==> src/logic/tcim_cfg.svh <==
/*
 Offsets, field positions, reset values and widths of the timer channel
 interrupt mask block. Assumes inclusion by bare name from logic files.
*/
`ifndef TCIM_CFG_SVH
`define TCIM_CFG_SVH

`define TCIM_OFS_ENABLE 4'h0
`define TCIM_OFS_DISABLE 4'h4
`define TCIM_OFS_MASK 4'h8
`define TCIM_OFS_STATUS 4'hc
`define TCIM_OFS_MODE 4'h0
`define TCIM_ADDR_W 4

`define TCIM_BIT_OVF 0
`define TCIM_BIT_LOVR 1
`define TCIM_BIT_CMPA 2
`define TCIM_BIT_CMPB 3
`define TCIM_BIT_CMPC 4
`define TCIM_BIT_LDA 5
`define TCIM_BIT_LDB 6
`define TCIM_BIT_ETRG 7
`define TCIM_NSRC 8

`define TCIM_MASK_RST 8'h00
`define TCIM_FLAG_RST 8'h00
`define TCIM_RESP_OKAY 2'h0
`define TCIM_RESP_SLVERR 2'h2

`endif

==> src/logic/tcim_pkg.sv <==
/*
 Types shared by the timer channel interrupt mask block.
 Assumes the constants header is included where offsets are needed.
*/
package tcim_pkg;
    typedef logic [7:0] tcim_src_t;
    typedef enum logic [1:0]
    {
        TCIM_W_IDLE = 2'b00,
        TCIM_W_RESP = 2'b01
    } tcim_wstate_e;
endpackage

==> src/logic/tcim_flag_bit.sv <==
/*
 One sticky event flag: set by a hardware event, cleared by a status read.
 Assumes event and clear are synchronous single-cycle pulses.
*/
`timescale 1ns/1ps
module tcim_flag_bit
(
    input wire logic clk_sys,
    input wire logic resetn,
    input wire logic setPulse,
    input wire logic clrPulse,
    output logic flag_q
);
    logic flag_d;

    always_comb
    begin
        // Set beats clear so no event is lost
        flag_d = setPulse | (flag_q & ~clrPulse);
    end

    always_ff @(posedge clk_sys)
    begin
        if (!resetn)
            flag_q <= 1'b0;
        else
            flag_q <= flag_d;
    end
endmodule

==> src/logic/tcim_mask_bit.sv <==
/*
 One interrupt mask bit with write-one-to-set and write-one-to-clear.
 Assumes the write strobes are single-cycle pulses from the bus slave.
*/
`timescale 1ns/1ps
module tcim_mask_bit
(
    input wire logic clk_sys,
    input wire logic resetn,
    input wire logic enPulse,
    input wire logic disPulse,
    output logic mask_q
);
    logic mask_d;

    always_comb
    begin
        // Enable wins if software hits both in one cycle
        mask_d = enPulse | (mask_q & ~disPulse);
    end

    always_ff @(posedge clk_sys)
    begin
        if (!resetn)
            mask_q <= 1'b0;
        else
            mask_q <= mask_d;
    end
endmodule

==> src/logic/tcim_top.sv <==
/*
 Timer channel interrupt mask: eight sticky source flags, an enable and a
 disable register that set and clear mask bits, a readable mask, a
 clear-on-read status and the channel interrupt, behind AXI4-Lite.
 Assumes event inputs are synchronous one-cycle pulses on clk_sys.
*/
`timescale 1ns/1ps
`include "tcim_cfg.svh"

module tcim_top
    import tcim_pkg::*;
#(
    parameter int NSRC = `TCIM_NSRC
)
(
    input wire logic clk_sys,
    input wire logic resetn,
    input wire logic waveMode,
    input wire logic evtOverflow,
    input wire logic evtLoadOverrun,
    input wire logic evtCompareA,
    input wire logic evtCompareB,
    input wire logic evtCompareC,
    input wire logic evtCaptureA,
    input wire logic evtCaptureB,
    input wire logic evtExtTrigger,
    input wire logic [`TCIM_ADDR_W-1:0] s_axi_awaddr,
    input wire logic [2:0] s_axi_awprot,
    input wire logic s_axi_awvalid,
    output logic s_axi_awready,
    input wire logic [31:0] s_axi_wdata,
    input wire logic [3:0] s_axi_wstrb,
    input wire logic s_axi_wvalid,
    output logic s_axi_wready,
    output logic [1:0] s_axi_bresp,
    output logic s_axi_bvalid,
    input wire logic s_axi_bready,
    input wire logic [`TCIM_ADDR_W-1:0] s_axi_araddr,
    input wire logic [2:0] s_axi_arprot,
    input wire logic s_axi_arvalid,
    output logic s_axi_arready,
    output logic [31:0] s_axi_rdata,
    output logic [1:0] s_axi_rresp,
    output logic s_axi_rvalid,
    input wire logic s_axi_rready,
    output logic chanIrq_q
);
    tcim_src_t events;
    tcim_src_t maskBits;
    tcim_src_t flagBits;
    tcim_src_t enStrobe;
    tcim_src_t disStrobe;
    logic statusRead;

    // Write channel state
    logic awHeld_q, awHeld_d;
    logic wHeld_q, wHeld_d;
    logic [`TCIM_ADDR_W-1:0] awAddr_q, awAddr_d;
    logic [7:0] wData_q, wData_d;
    logic wLane0_q, wLane0_d;
    logic bValid_q, bValid_d;
    logic [1:0] bResp_q, bResp_d;
    logic doWrite;

    // Read channel state
    logic rValid_q, rValid_d;
    logic [31:0] rData_q, rData_d;
    logic [1:0] rResp_q, rResp_d;
    logic arTake;
    logic irq_d;

    assign events[`TCIM_BIT_OVF] = evtOverflow;
    assign events[`TCIM_BIT_LOVR] = evtLoadOverrun;
    assign events[`TCIM_BIT_CMPA] = evtCompareA;
    assign events[`TCIM_BIT_CMPB] = evtCompareB;
    assign events[`TCIM_BIT_CMPC] = evtCompareC;
    assign events[`TCIM_BIT_LDA] = evtCaptureA;
    assign events[`TCIM_BIT_LDB] = evtCaptureB;
    assign events[`TCIM_BIT_ETRG] = evtExtTrigger;

    // Address and data are taken independently, in either order
    always_comb
    begin
        awHeld_d = awHeld_q;
        wHeld_d = wHeld_q;
        awAddr_d = awAddr_q;
        wData_d = wData_q;
        wLane0_d = wLane0_q;
        bValid_d = bValid_q;
        bResp_d = bResp_q;
        doWrite = 1'b0;
        if (s_axi_awvalid && s_axi_awready)
        begin
            awHeld_d = 1'b1;
            awAddr_d = s_axi_awaddr;
        end
        if (s_axi_wvalid && s_axi_wready)
        begin
            wHeld_d = 1'b1;
            wData_d = s_axi_wdata[7:0];
            wLane0_d = s_axi_wstrb[0];
        end
        if (awHeld_q && wHeld_q && !bValid_q)
        begin
            doWrite = 1'b1;
            awHeld_d = 1'b0;
            wHeld_d = 1'b0;
            bValid_d = 1'b1;
            bResp_d = (awAddr_q == `TCIM_OFS_ENABLE ||
                awAddr_q == `TCIM_OFS_DISABLE) ? `TCIM_RESP_OKAY :
                `TCIM_RESP_SLVERR;
        end
        else if (bValid_q && s_axi_bready)
        begin
            bValid_d = 1'b0;
        end
    end

    always_ff @(posedge clk_sys)
    begin
        if (!resetn)
        begin
            awHeld_q <= 1'b0;
            wHeld_q <= 1'b0;
            awAddr_q <= '0;
            wData_q <= 8'h00;
            wLane0_q <= 1'b0;
            bValid_q <= 1'b0;
            bResp_q <= `TCIM_RESP_OKAY;
            s_axi_awready <= 1'b0;
            s_axi_wready <= 1'b0;
        end
        else
        begin
            awHeld_q <= awHeld_d;
            wHeld_q <= wHeld_d;
            awAddr_q <= awAddr_d;
            wData_q <= wData_d;
            wLane0_q <= wLane0_d;
            bValid_q <= bValid_d;
            bResp_q <= bResp_d;
            s_axi_awready <= !awHeld_d && !s_axi_awready;
            s_axi_wready <= !wHeld_d && !s_axi_wready;
        end
    end

    // Only byte lane 0 carries meaningful bits; upper bits ignored
    always_comb
    begin
        enStrobe = 8'h00;
        disStrobe = 8'h00;
        if (doWrite && wLane0_q)
        begin
            if (awAddr_q == `TCIM_OFS_ENABLE)
                enStrobe = wData_q;
            if (awAddr_q == `TCIM_OFS_DISABLE)
            begin
                disStrobe = wData_q;
                // Compare A/B disables ignored outside waveform mode
                disStrobe[`TCIM_BIT_CMPA] = wData_q[`TCIM_BIT_CMPA] &
                    waveMode;
                disStrobe[`TCIM_BIT_CMPB] = wData_q[`TCIM_BIT_CMPB] &
                    waveMode;
            end
        end
    end

    genvar gi;
    generate
        for (gi = 0; gi < NSRC; gi++)
        begin : g_src
            tcim_mask_bit u_mask
            (
                .clk_sys(clk_sys),
                .resetn(resetn),
                .enPulse(enStrobe[gi]),
                .disPulse(disStrobe[gi]),
                .mask_q(maskBits[gi])
            );
            tcim_flag_bit u_flag
            (
                .clk_sys(clk_sys),
                .resetn(resetn),
                .setPulse(events[gi]),
                .clrPulse(statusRead),
                .flag_q(flagBits[gi])
            );
        end
    endgenerate

    // One read at a time; arready is a single-cycle pulse
    assign arTake = s_axi_arvalid && s_axi_arready;
    assign statusRead = arTake && (s_axi_araddr == `TCIM_OFS_STATUS);

    always_comb
    begin
        rValid_d = rValid_q;
        rData_d = rData_q;
        rResp_d = rResp_q;
        if (arTake)
        begin
            rValid_d = 1'b1;
            rResp_d = `TCIM_RESP_OKAY;
            unique case (s_axi_araddr)
                `TCIM_OFS_MASK:
                    rData_d = {24'h000000, maskBits};
                `TCIM_OFS_STATUS: rData_d = {24'h000000, flagBits};
                `TCIM_OFS_ENABLE, `TCIM_OFS_DISABLE: rData_d = 32'h00000000;
                default:
                begin
                    rData_d = 32'h00000000;
                    rResp_d = `TCIM_RESP_SLVERR;
                end
            endcase
        end
        else if (rValid_q && s_axi_rready)
        begin
            rValid_d = 1'b0;
        end
        irq_d = |(flagBits & maskBits);
    end

    always_ff @(posedge clk_sys)
    begin
        if (!resetn)
        begin
            rValid_q <= 1'b0;
            rData_q <= 32'h00000000;
            rResp_q <= `TCIM_RESP_OKAY;
            s_axi_arready <= 1'b0;
            chanIrq_q <= 1'b0;
        end
        else
        begin
            rValid_q <= rValid_d;
            rData_q <= rData_d;
            rResp_q <= rResp_d;
            s_axi_arready <= !rValid_d && !s_axi_arready && !arTake;
            chanIrq_q <= irq_d;
        end
    end

    assign s_axi_bvalid = bValid_q;
    assign s_axi_bresp = bResp_q;
    assign s_axi_rvalid = rValid_q;
    assign s_axi_rdata = rData_q;
    assign s_axi_rresp = rResp_q;
endmodule

==> config.mk <==
export PLATFORM = sky130hd
export DESIGN_NAME = tcim_top
export DESIGN_NICKNAME = d
export VERILOG_FILES = /design/src/logic/tcim_pkg.sv /design/src/logic/tcim_flag_bit.sv /design/src/logic/tcim_mask_bit.sv /design/src/logic/tcim_top.sv
export VERILOG_INCLUDE_DIRS = /design/src /design/src/logic
export SDC_FILE = /design/constraint.sdc
export NUM_CORES = 1
export LEC_CHECK = 0
export ABC_AREA = 1
export BUFFER_PORTS_ARGS = -buffer_cell sky130_fd_sc_hd__buf_2
export CAP_MARGIN = 30
export CORE_AREA = 2 2 74 76
export CTS_BUF_LIST = sky130_fd_sc_hd__clkbuf_4
export CTS_CLUSTER_DIAMETER = 150
export DETAILED_ROUTE_END_ITERATION = 16
export DIE_AREA = 0 0 76 78
export PLACE_DENSITY = 0.84
export SYNTH_ARGS = -nofsm -noshare
export SYNTH_HDL_FRONTEND = slang
export SYNTH_SLANG_ARGS = --single-unit
==> constraint.sdc <==
create_clock -name clk_sys -period 1.1 [get_ports clk_sys]
set_input_delay 0.055 -clock clk_sys [delete_from_list [all_inputs] [get_ports clk_sys]]
set_output_delay 0.055 -clock clk_sys [all_outputs]
set_load 0.05 [all_outputs]
==> Word level (Yosys, flattened, before mapping) <==
Cells that the tools add are included.
{ "word_totals": {"reg_bits": 73, "latch_bits": 0, "mem_bits_rw": 0, "mem_bits_ro": 0, "inputBits": 66, "out_inout_bits": 42, "word_cells": 121, "memories": 0} }
{ "classes": {"add_sub_neg": 0, "multipliers": 0, "n_div": 0, "n_lt_le_gt_ge": 0, "n_eq_ne": 4, "shift": 0, "muxes": 16, "bitwise_logic": 44, "reduce_logical": 27} }
{ "ops": {"columns": ["op", "n"], "rows": [
  ["$mux 8", 4],
  ["$and 1x1->1", 18],
  ["$or 1x1->1", 16],
  ["$pmux 8 s2", 1],
  ["$logic_and 1x1->1", 13],
  ["$mux 1", 9],
  ["$not 1->1", 9],
  ["$and 8x8->8", 1],
  ["$eq 4x3->1 const B", 2],
  ["$eq 4x4->1 const B", 2],
  ["$logic_not 1->1", 8],
  ["$logic_not 4->1", 2],
  ["$reduce_or 8->1", 1],
  ["$mux 2", 2],
  ["$reduce_or 4->1", 1],
  ["$reduce_bool 2->1", 1],
  ["$logic_or 1x1->1", 1]
]} }

==> Logic depth before layout (Yosys ltp) <==
{ "logic_depth": {"ltp_word": 8, "mapped_depth": 7, "mapped_depth_nobuf": 6} }

==> By module <==
A second synthesis with hierarchy kept.
{ "hier_totals": {"hier_cells": 324, "area_unflattened_um2": 2322.2} }
{ "by_module_without_submodules": {"columns": ["module", "n_inst", "cells_per_inst", "area_per_inst_um2", "seq_area_each_um2"], "rows": [
  ["tcim_top", 1, 228, 1621.6, 620.6],
  ["tcim_flag_bit", 8, 6, 43.8, 20.0],
  ["tcim_mask_bit", 8, 6, 43.8, 20.0]
]} }

==> Worst setup path after synthesis <==
Ideal clock, no wire load.
{ "synth_path": {"kind": "register to register", "start": "register s_axi_arready", "end": "register rData_q[2], in the netlist s_axi_rdata[2]", "setup_ns": 0.056, "arrival_time_ns": 1.384, "required_ns": 1.044, "slack_ns": -0.340, "stages_incl_launch_ff": 8, "n_path_buf": 1, "period_less_slack_ns": 1.440, "cell_sequence": "dfxtp_1 -> nand2_2 -> inv_2 -> buf_4 -> nand4_1 -> nand3_1 -> nand2_1 -> inv_1"} }
{ "synth_between": {"elab_chain_len": 1} }
{ "synth_lines": {"columns": ["item", "line", "source"], "rows": [
  ["start, declared", "tcim_top.sv:41", "output logic s_axi_arready,"],
  ["start signal, assigned", "tcim_top.sv:238", "s_axi_arready <= !rValid_d && !s_axi_arready && !arTake;"],
  ["$logic_and 1x1->1", "tcim_top.sv:192", "assign arTake = s_axi_arvalid && s_axi_arready;"],
  ["end signal, assigned", "tcim_top.sv:236", "rData_q <= rData_d;"],
  ["end, declared", "tcim_top.sv:67", "logic [31:0] rData_q, rData_d;"]
]} }
Every way passes these cells.
A chain may end at the register's enable or synchronous reset.

==> Worst setup path after layout <==
{ "layout_path": {"start": "register bValid_q, in the netlist s_axi_bvalid", "end": "register g_src[7].u_mask.mask_q"} }
{ "layout_between": {"elab_chain_len": 8, "word_cells_on_any_way": 9, "classes_between": "3 x mux; 3 x bitwise; 3 x reduce/logical"} }
{ "layout_lines": {"columns": ["item", "line", "source"], "rows": [
  ["start, declared", "tcim_top.sv:61", "logic bValid_q, bValid_d;"],
  ["start signal, assigned", "tcim_top.sv:140", "bValid_q <= bValid_d;"],
  ["$logic_not 1->1 (*)", "tcim_top.sv:103", "if (awHeld_q && wHeld_q && !bValid_q)"],
  ["$logic_and 1x1->1 (*)", "tcim_top.sv:103", null],
  ["$mux 1 (*)", "tcim_top.sv:103", null],
  ["$logic_and 1x1->1 (*)", "tcim_top.sv:152", "if (doWrite && wLane0_q)"],
  ["$mux 8", "tcim_top.sv:152", null],
  ["$not 1->1", "tcim_mask_bit.sv:19", "mask_d = enPulse | (mask_q & ~disPulse);"],
  ["$and 1x1->1", "tcim_mask_bit.sv:19", null],
  ["$or 1x1->1 (*)", "tcim_mask_bit.sv:19", null],
  ["end signal, assigned", "tcim_mask_bit.sv:27", "mask_q <= mask_d;"],
  ["end, declared", "tcim_mask_bit.sv:12", "output logic mask_q"]
]} }
Every way passes the cells marked *; elsewhere a longest branch is shown, timed or not.

==> results.json <==
{
  "worstSkewPairLatency_ns": 0.36,
  "asyncSetResetFlopFracSynth_pct": 0,
  "drt.antenna.violating_nets": 0,
  "grt_pass1_vias": 1767,
  "clk_pin_slew_ns": 0.13,
  "layout-drive-gt1-share_pct": 26.94,
  "max_freq_ghz": 0.9167,
  "timing.critical_path.cells": "inv_4, nand4_4, buf_4, o21ai_1, a21oi_1",
  "ys_ff_latch": 47,
  "htree_num_levels": 2,
  "synth_top_family_by_area": "simple AND/OR/NAND/NOR gates",
  "synth.lib_cells_used.distinct": 24,
  "place.gp.congestion": 0.8748,
  "finish.net_count": 425,
  "drtIter0Drc": 114,
  "leading_cell_types_by_count_after_synthesis": "sky130_fd_sc_hd__dfxtp_1 (47), sky130_fd_sc_hd__nand2_1 (43), sky130_fd_sc_hd__nor2_1 (42)",
  "synth-edff-count": 0,
  "cts-root-to-sink-buffers": 2,
  "cellPowerDensity_nw_per_um2": 1253,
  "synth_mux_area_share_pct": 0,
  "max_cap_violations": 0,
  "yosys.cell_count.top_type": "sky130_fd_sc_hd__dfxtp_1",
  "critPathMaxFanout": 5,
  "grt_antenna_before_repair": 0,
  "synth-adder-area-share_pct": 0,
  "rsz_0062_raised_after_global_routing": "yes",
  "design_area_um2": 2776,
  "route.detailed.vias_per_inst": 4.716,
  "fin_worst_skew_ns": 0.01205,
  "yosys.area.top_type": "sky130_fd_sc_hd__dfxtp_1",
  "reg2reg_slack_ns": 0.009,
  "finish.cell_count_without_fillers": 430,
  "worstPathRequired_ns": 1.35,
  "synth-simple-area-share_pct": 28.36,
  "drt-pass1-iter-count": 5,
  "synth-xor-area-share_pct": 0,
  "synth-seq-area-share_pct": 44.90,
  "vdd_drop_max_uv": 985.8,
  "tritoncts": "yes",
  "die_height_um": 78,
  "insertedDiodeCount": 0,
  "rows": 26,
  "totalNegativeSetupSlack_ns": 0,
  "netlist_area_um2": 2096,
  "hold_viol_final": 0,
  "timing.critical_path.slowest_cell_delay_ns": 0.36,
  "worstSetupEndpointType": "flop",
  "timing.setup.critical_path_class": "reg -> reg",
  "clk_root_buffer_cell": "sky130_fd_sc_hd__clkbuf_4",
  "crit_path_top_delay_cell": "sky130_fd_sc_hd__dfxtp_2",
  "cp.arrival_ns": 1.34,
  "placed_cell_areas_um2": 2391,
  "yosys_warnings": 0,
  "leakagePower_uw": 0.001263,
  "initial_utilization_pct": 41.56,
  "drc": 0,
  "share_of_the_synthesized_area_in_compound_gates_ao_oa_aoi_oai_pct": 12.24,
  "fin_crit_sh_pct": 99.17,
  "hpwl_after_detailed_placement_mm": 3.231,
  "start_kind": "flop",
  "syn-instance-count": 274,
  "dieArea_um2": 5928,
  "netlist_top_cells_area": "sky130_fd_sc_hd__dfxtp_1 (45%), sky130_fd_sc_hd__buf_4 (9.7%), sky130_fd_sc_hd__nand2_1 (7.7%)",
  "dp.cells": 395,
  "num_io_pins": 108,
  "final_period_minus_worst_setup_slack_ns": 1.091,
  "grt_max_degree": 27,
  "num_vias": 2028,
  "cts_made_buffers": 5,
  "die_w_um": 76,
  "detail_route.wirelength_mm": 4.980,
  "syn_area_per_cell_um2": 7.649,
  "synth_flop_cell": "sky130_fd_sc_hd__dfxtp_1",
  "core_region_area_um2": 5042,
  "run_status": "finished, final reports clean",
  "wl_per_cell_um": 11.58,
  "setup_violations": 0,
  "grt_use_total_pct": 17.27,
  "grt_first_pass_wirelength_mm": 8.293,
  "timing.final.max_slew_violations": 0,
  "hold_path.class": "in -> reg",
  "tritoncts_num_sinks": 47,
  "synth_top_cell_area_share_pct": 44.90,
  "area.growth.synth_to_final_pct": 32.48,
  "power_uw": 3478,
  "grt-ovfl-total": 0,
  "io_buffers": 48
}
## worst max-delay path, delay by kind of cell (launching register included)
| kind | cells | cell delay (ns) |
|---|---|---|
| and+or+nand+nor | 1 | 0.14 |
| buffers and inverters | 2 | 0.26 |
| DFF | 1 | 0.36 |
| AOI/OAI and AO/OA | 2 | 0.20 |
## power by group
part	total, µW	internal, µW	switching [µW]
Sequential	1870	1790	79.8
Combinational	751	244	507
Clock	853	330	523
## final timing paths
kind / cells past startpoint / end / from
min reg2reg: 1 / s_axi_wready$_SDFF_PN0_ / s_axi_wready$_SDFF_PN0_
max reg2reg: 5 / g_src[7].u_mask.mask_q$_SDFF_PN0_ / s_axi_bvalid$_SDFFE_PN0P_
min: 5 / awAddr_q[1]$_SDFFE_PN0P_ / s_axi_awvalid
max: 5 / g_src[7].u_mask.mask_q$_SDFF_PN0_ / s_axi_bvalid$_SDFFE_PN0P_
## through the flow
step	setup WS, ns	util, %	hold WS [ns]
floorplan	0.007586	-	0.1724
finish	0.009109	55.06	0.05281
detailed placement	0.01638	47.42	0.2708
CTS	-0.005402	53.70	0.05121
global placement	0.05363	47.42	0.2651
global route	-0.07566	55.06	0.05945
## placed cells by master, fill, tap and decap left out, drive strengths merged
cell type    synthesis  layout
nand4               10      11
clkinv               2       2
dfxtp               47      47
conb                 1      26
nand2               44      44
a31oi                1       1
nor3                 1       1
o21bai               2       2
nor2                46      46
clkbuf               4      10
a21oi               24      24
nand3               24      24
buf                 28      58
dlygate4sd3          0      24
o21ai               23      23
inv                 17      17
## final cells by class
| type | instances | area [µm²] |
|---|---|---|
| Clock buffer | 8 | 60.06 |
| Fill cell | 445 | 2266 |
| Inverter | 19 | 76.32 |
| Multi-Input combinational cell | 202 | 996.0 |
| Sequential cell | 47 | 963.4 |
| Tap cell | 70 | 87.58 |
| Timing Repair Buffer | 84 | 593.1 |
## sequential cells by signal, indices dropped and copies added, names as in the netlist, 4 cells and up
signal	count
awAddr_q	4
g_src.u_flag.flag_q	8
g_src.u_mask.mask_q	8
s_axi_rdata	8
wData_q	8
## timing repair
item                                   CTS  global route
endpoints found under the hold margin   25             0
buffers inserted                         0             1
pin swaps                                3            10
resized for setup                        5            22
setup endpoints to repair                7            17
hold buffers                            24             0
cloned                                   1             1
## cell families after synthesis
family | Yosys count
AO/OA/AOI/OAI | 50
buffers and inverters | 51
flip-flops | 47
other | 1
AND/OR/NAND/NOR | 125
## per-layer routing
layer | part of all wire [%] | wire length, µm | vias up | global-route usage, %
li1 | - | - | 1023 | -
met1 | 43 | 2117 | 915 | 20.36
met2 | 49 | 2457 | 78 | 30.09
met3 | 5.7 | 286 | 12 | 4.302
met4 | 2.4 | 119 | 0 | 7.091
met5 | 0 | 0 | - | 0
No activity file was read; power rests on OpenSTA's default activity.
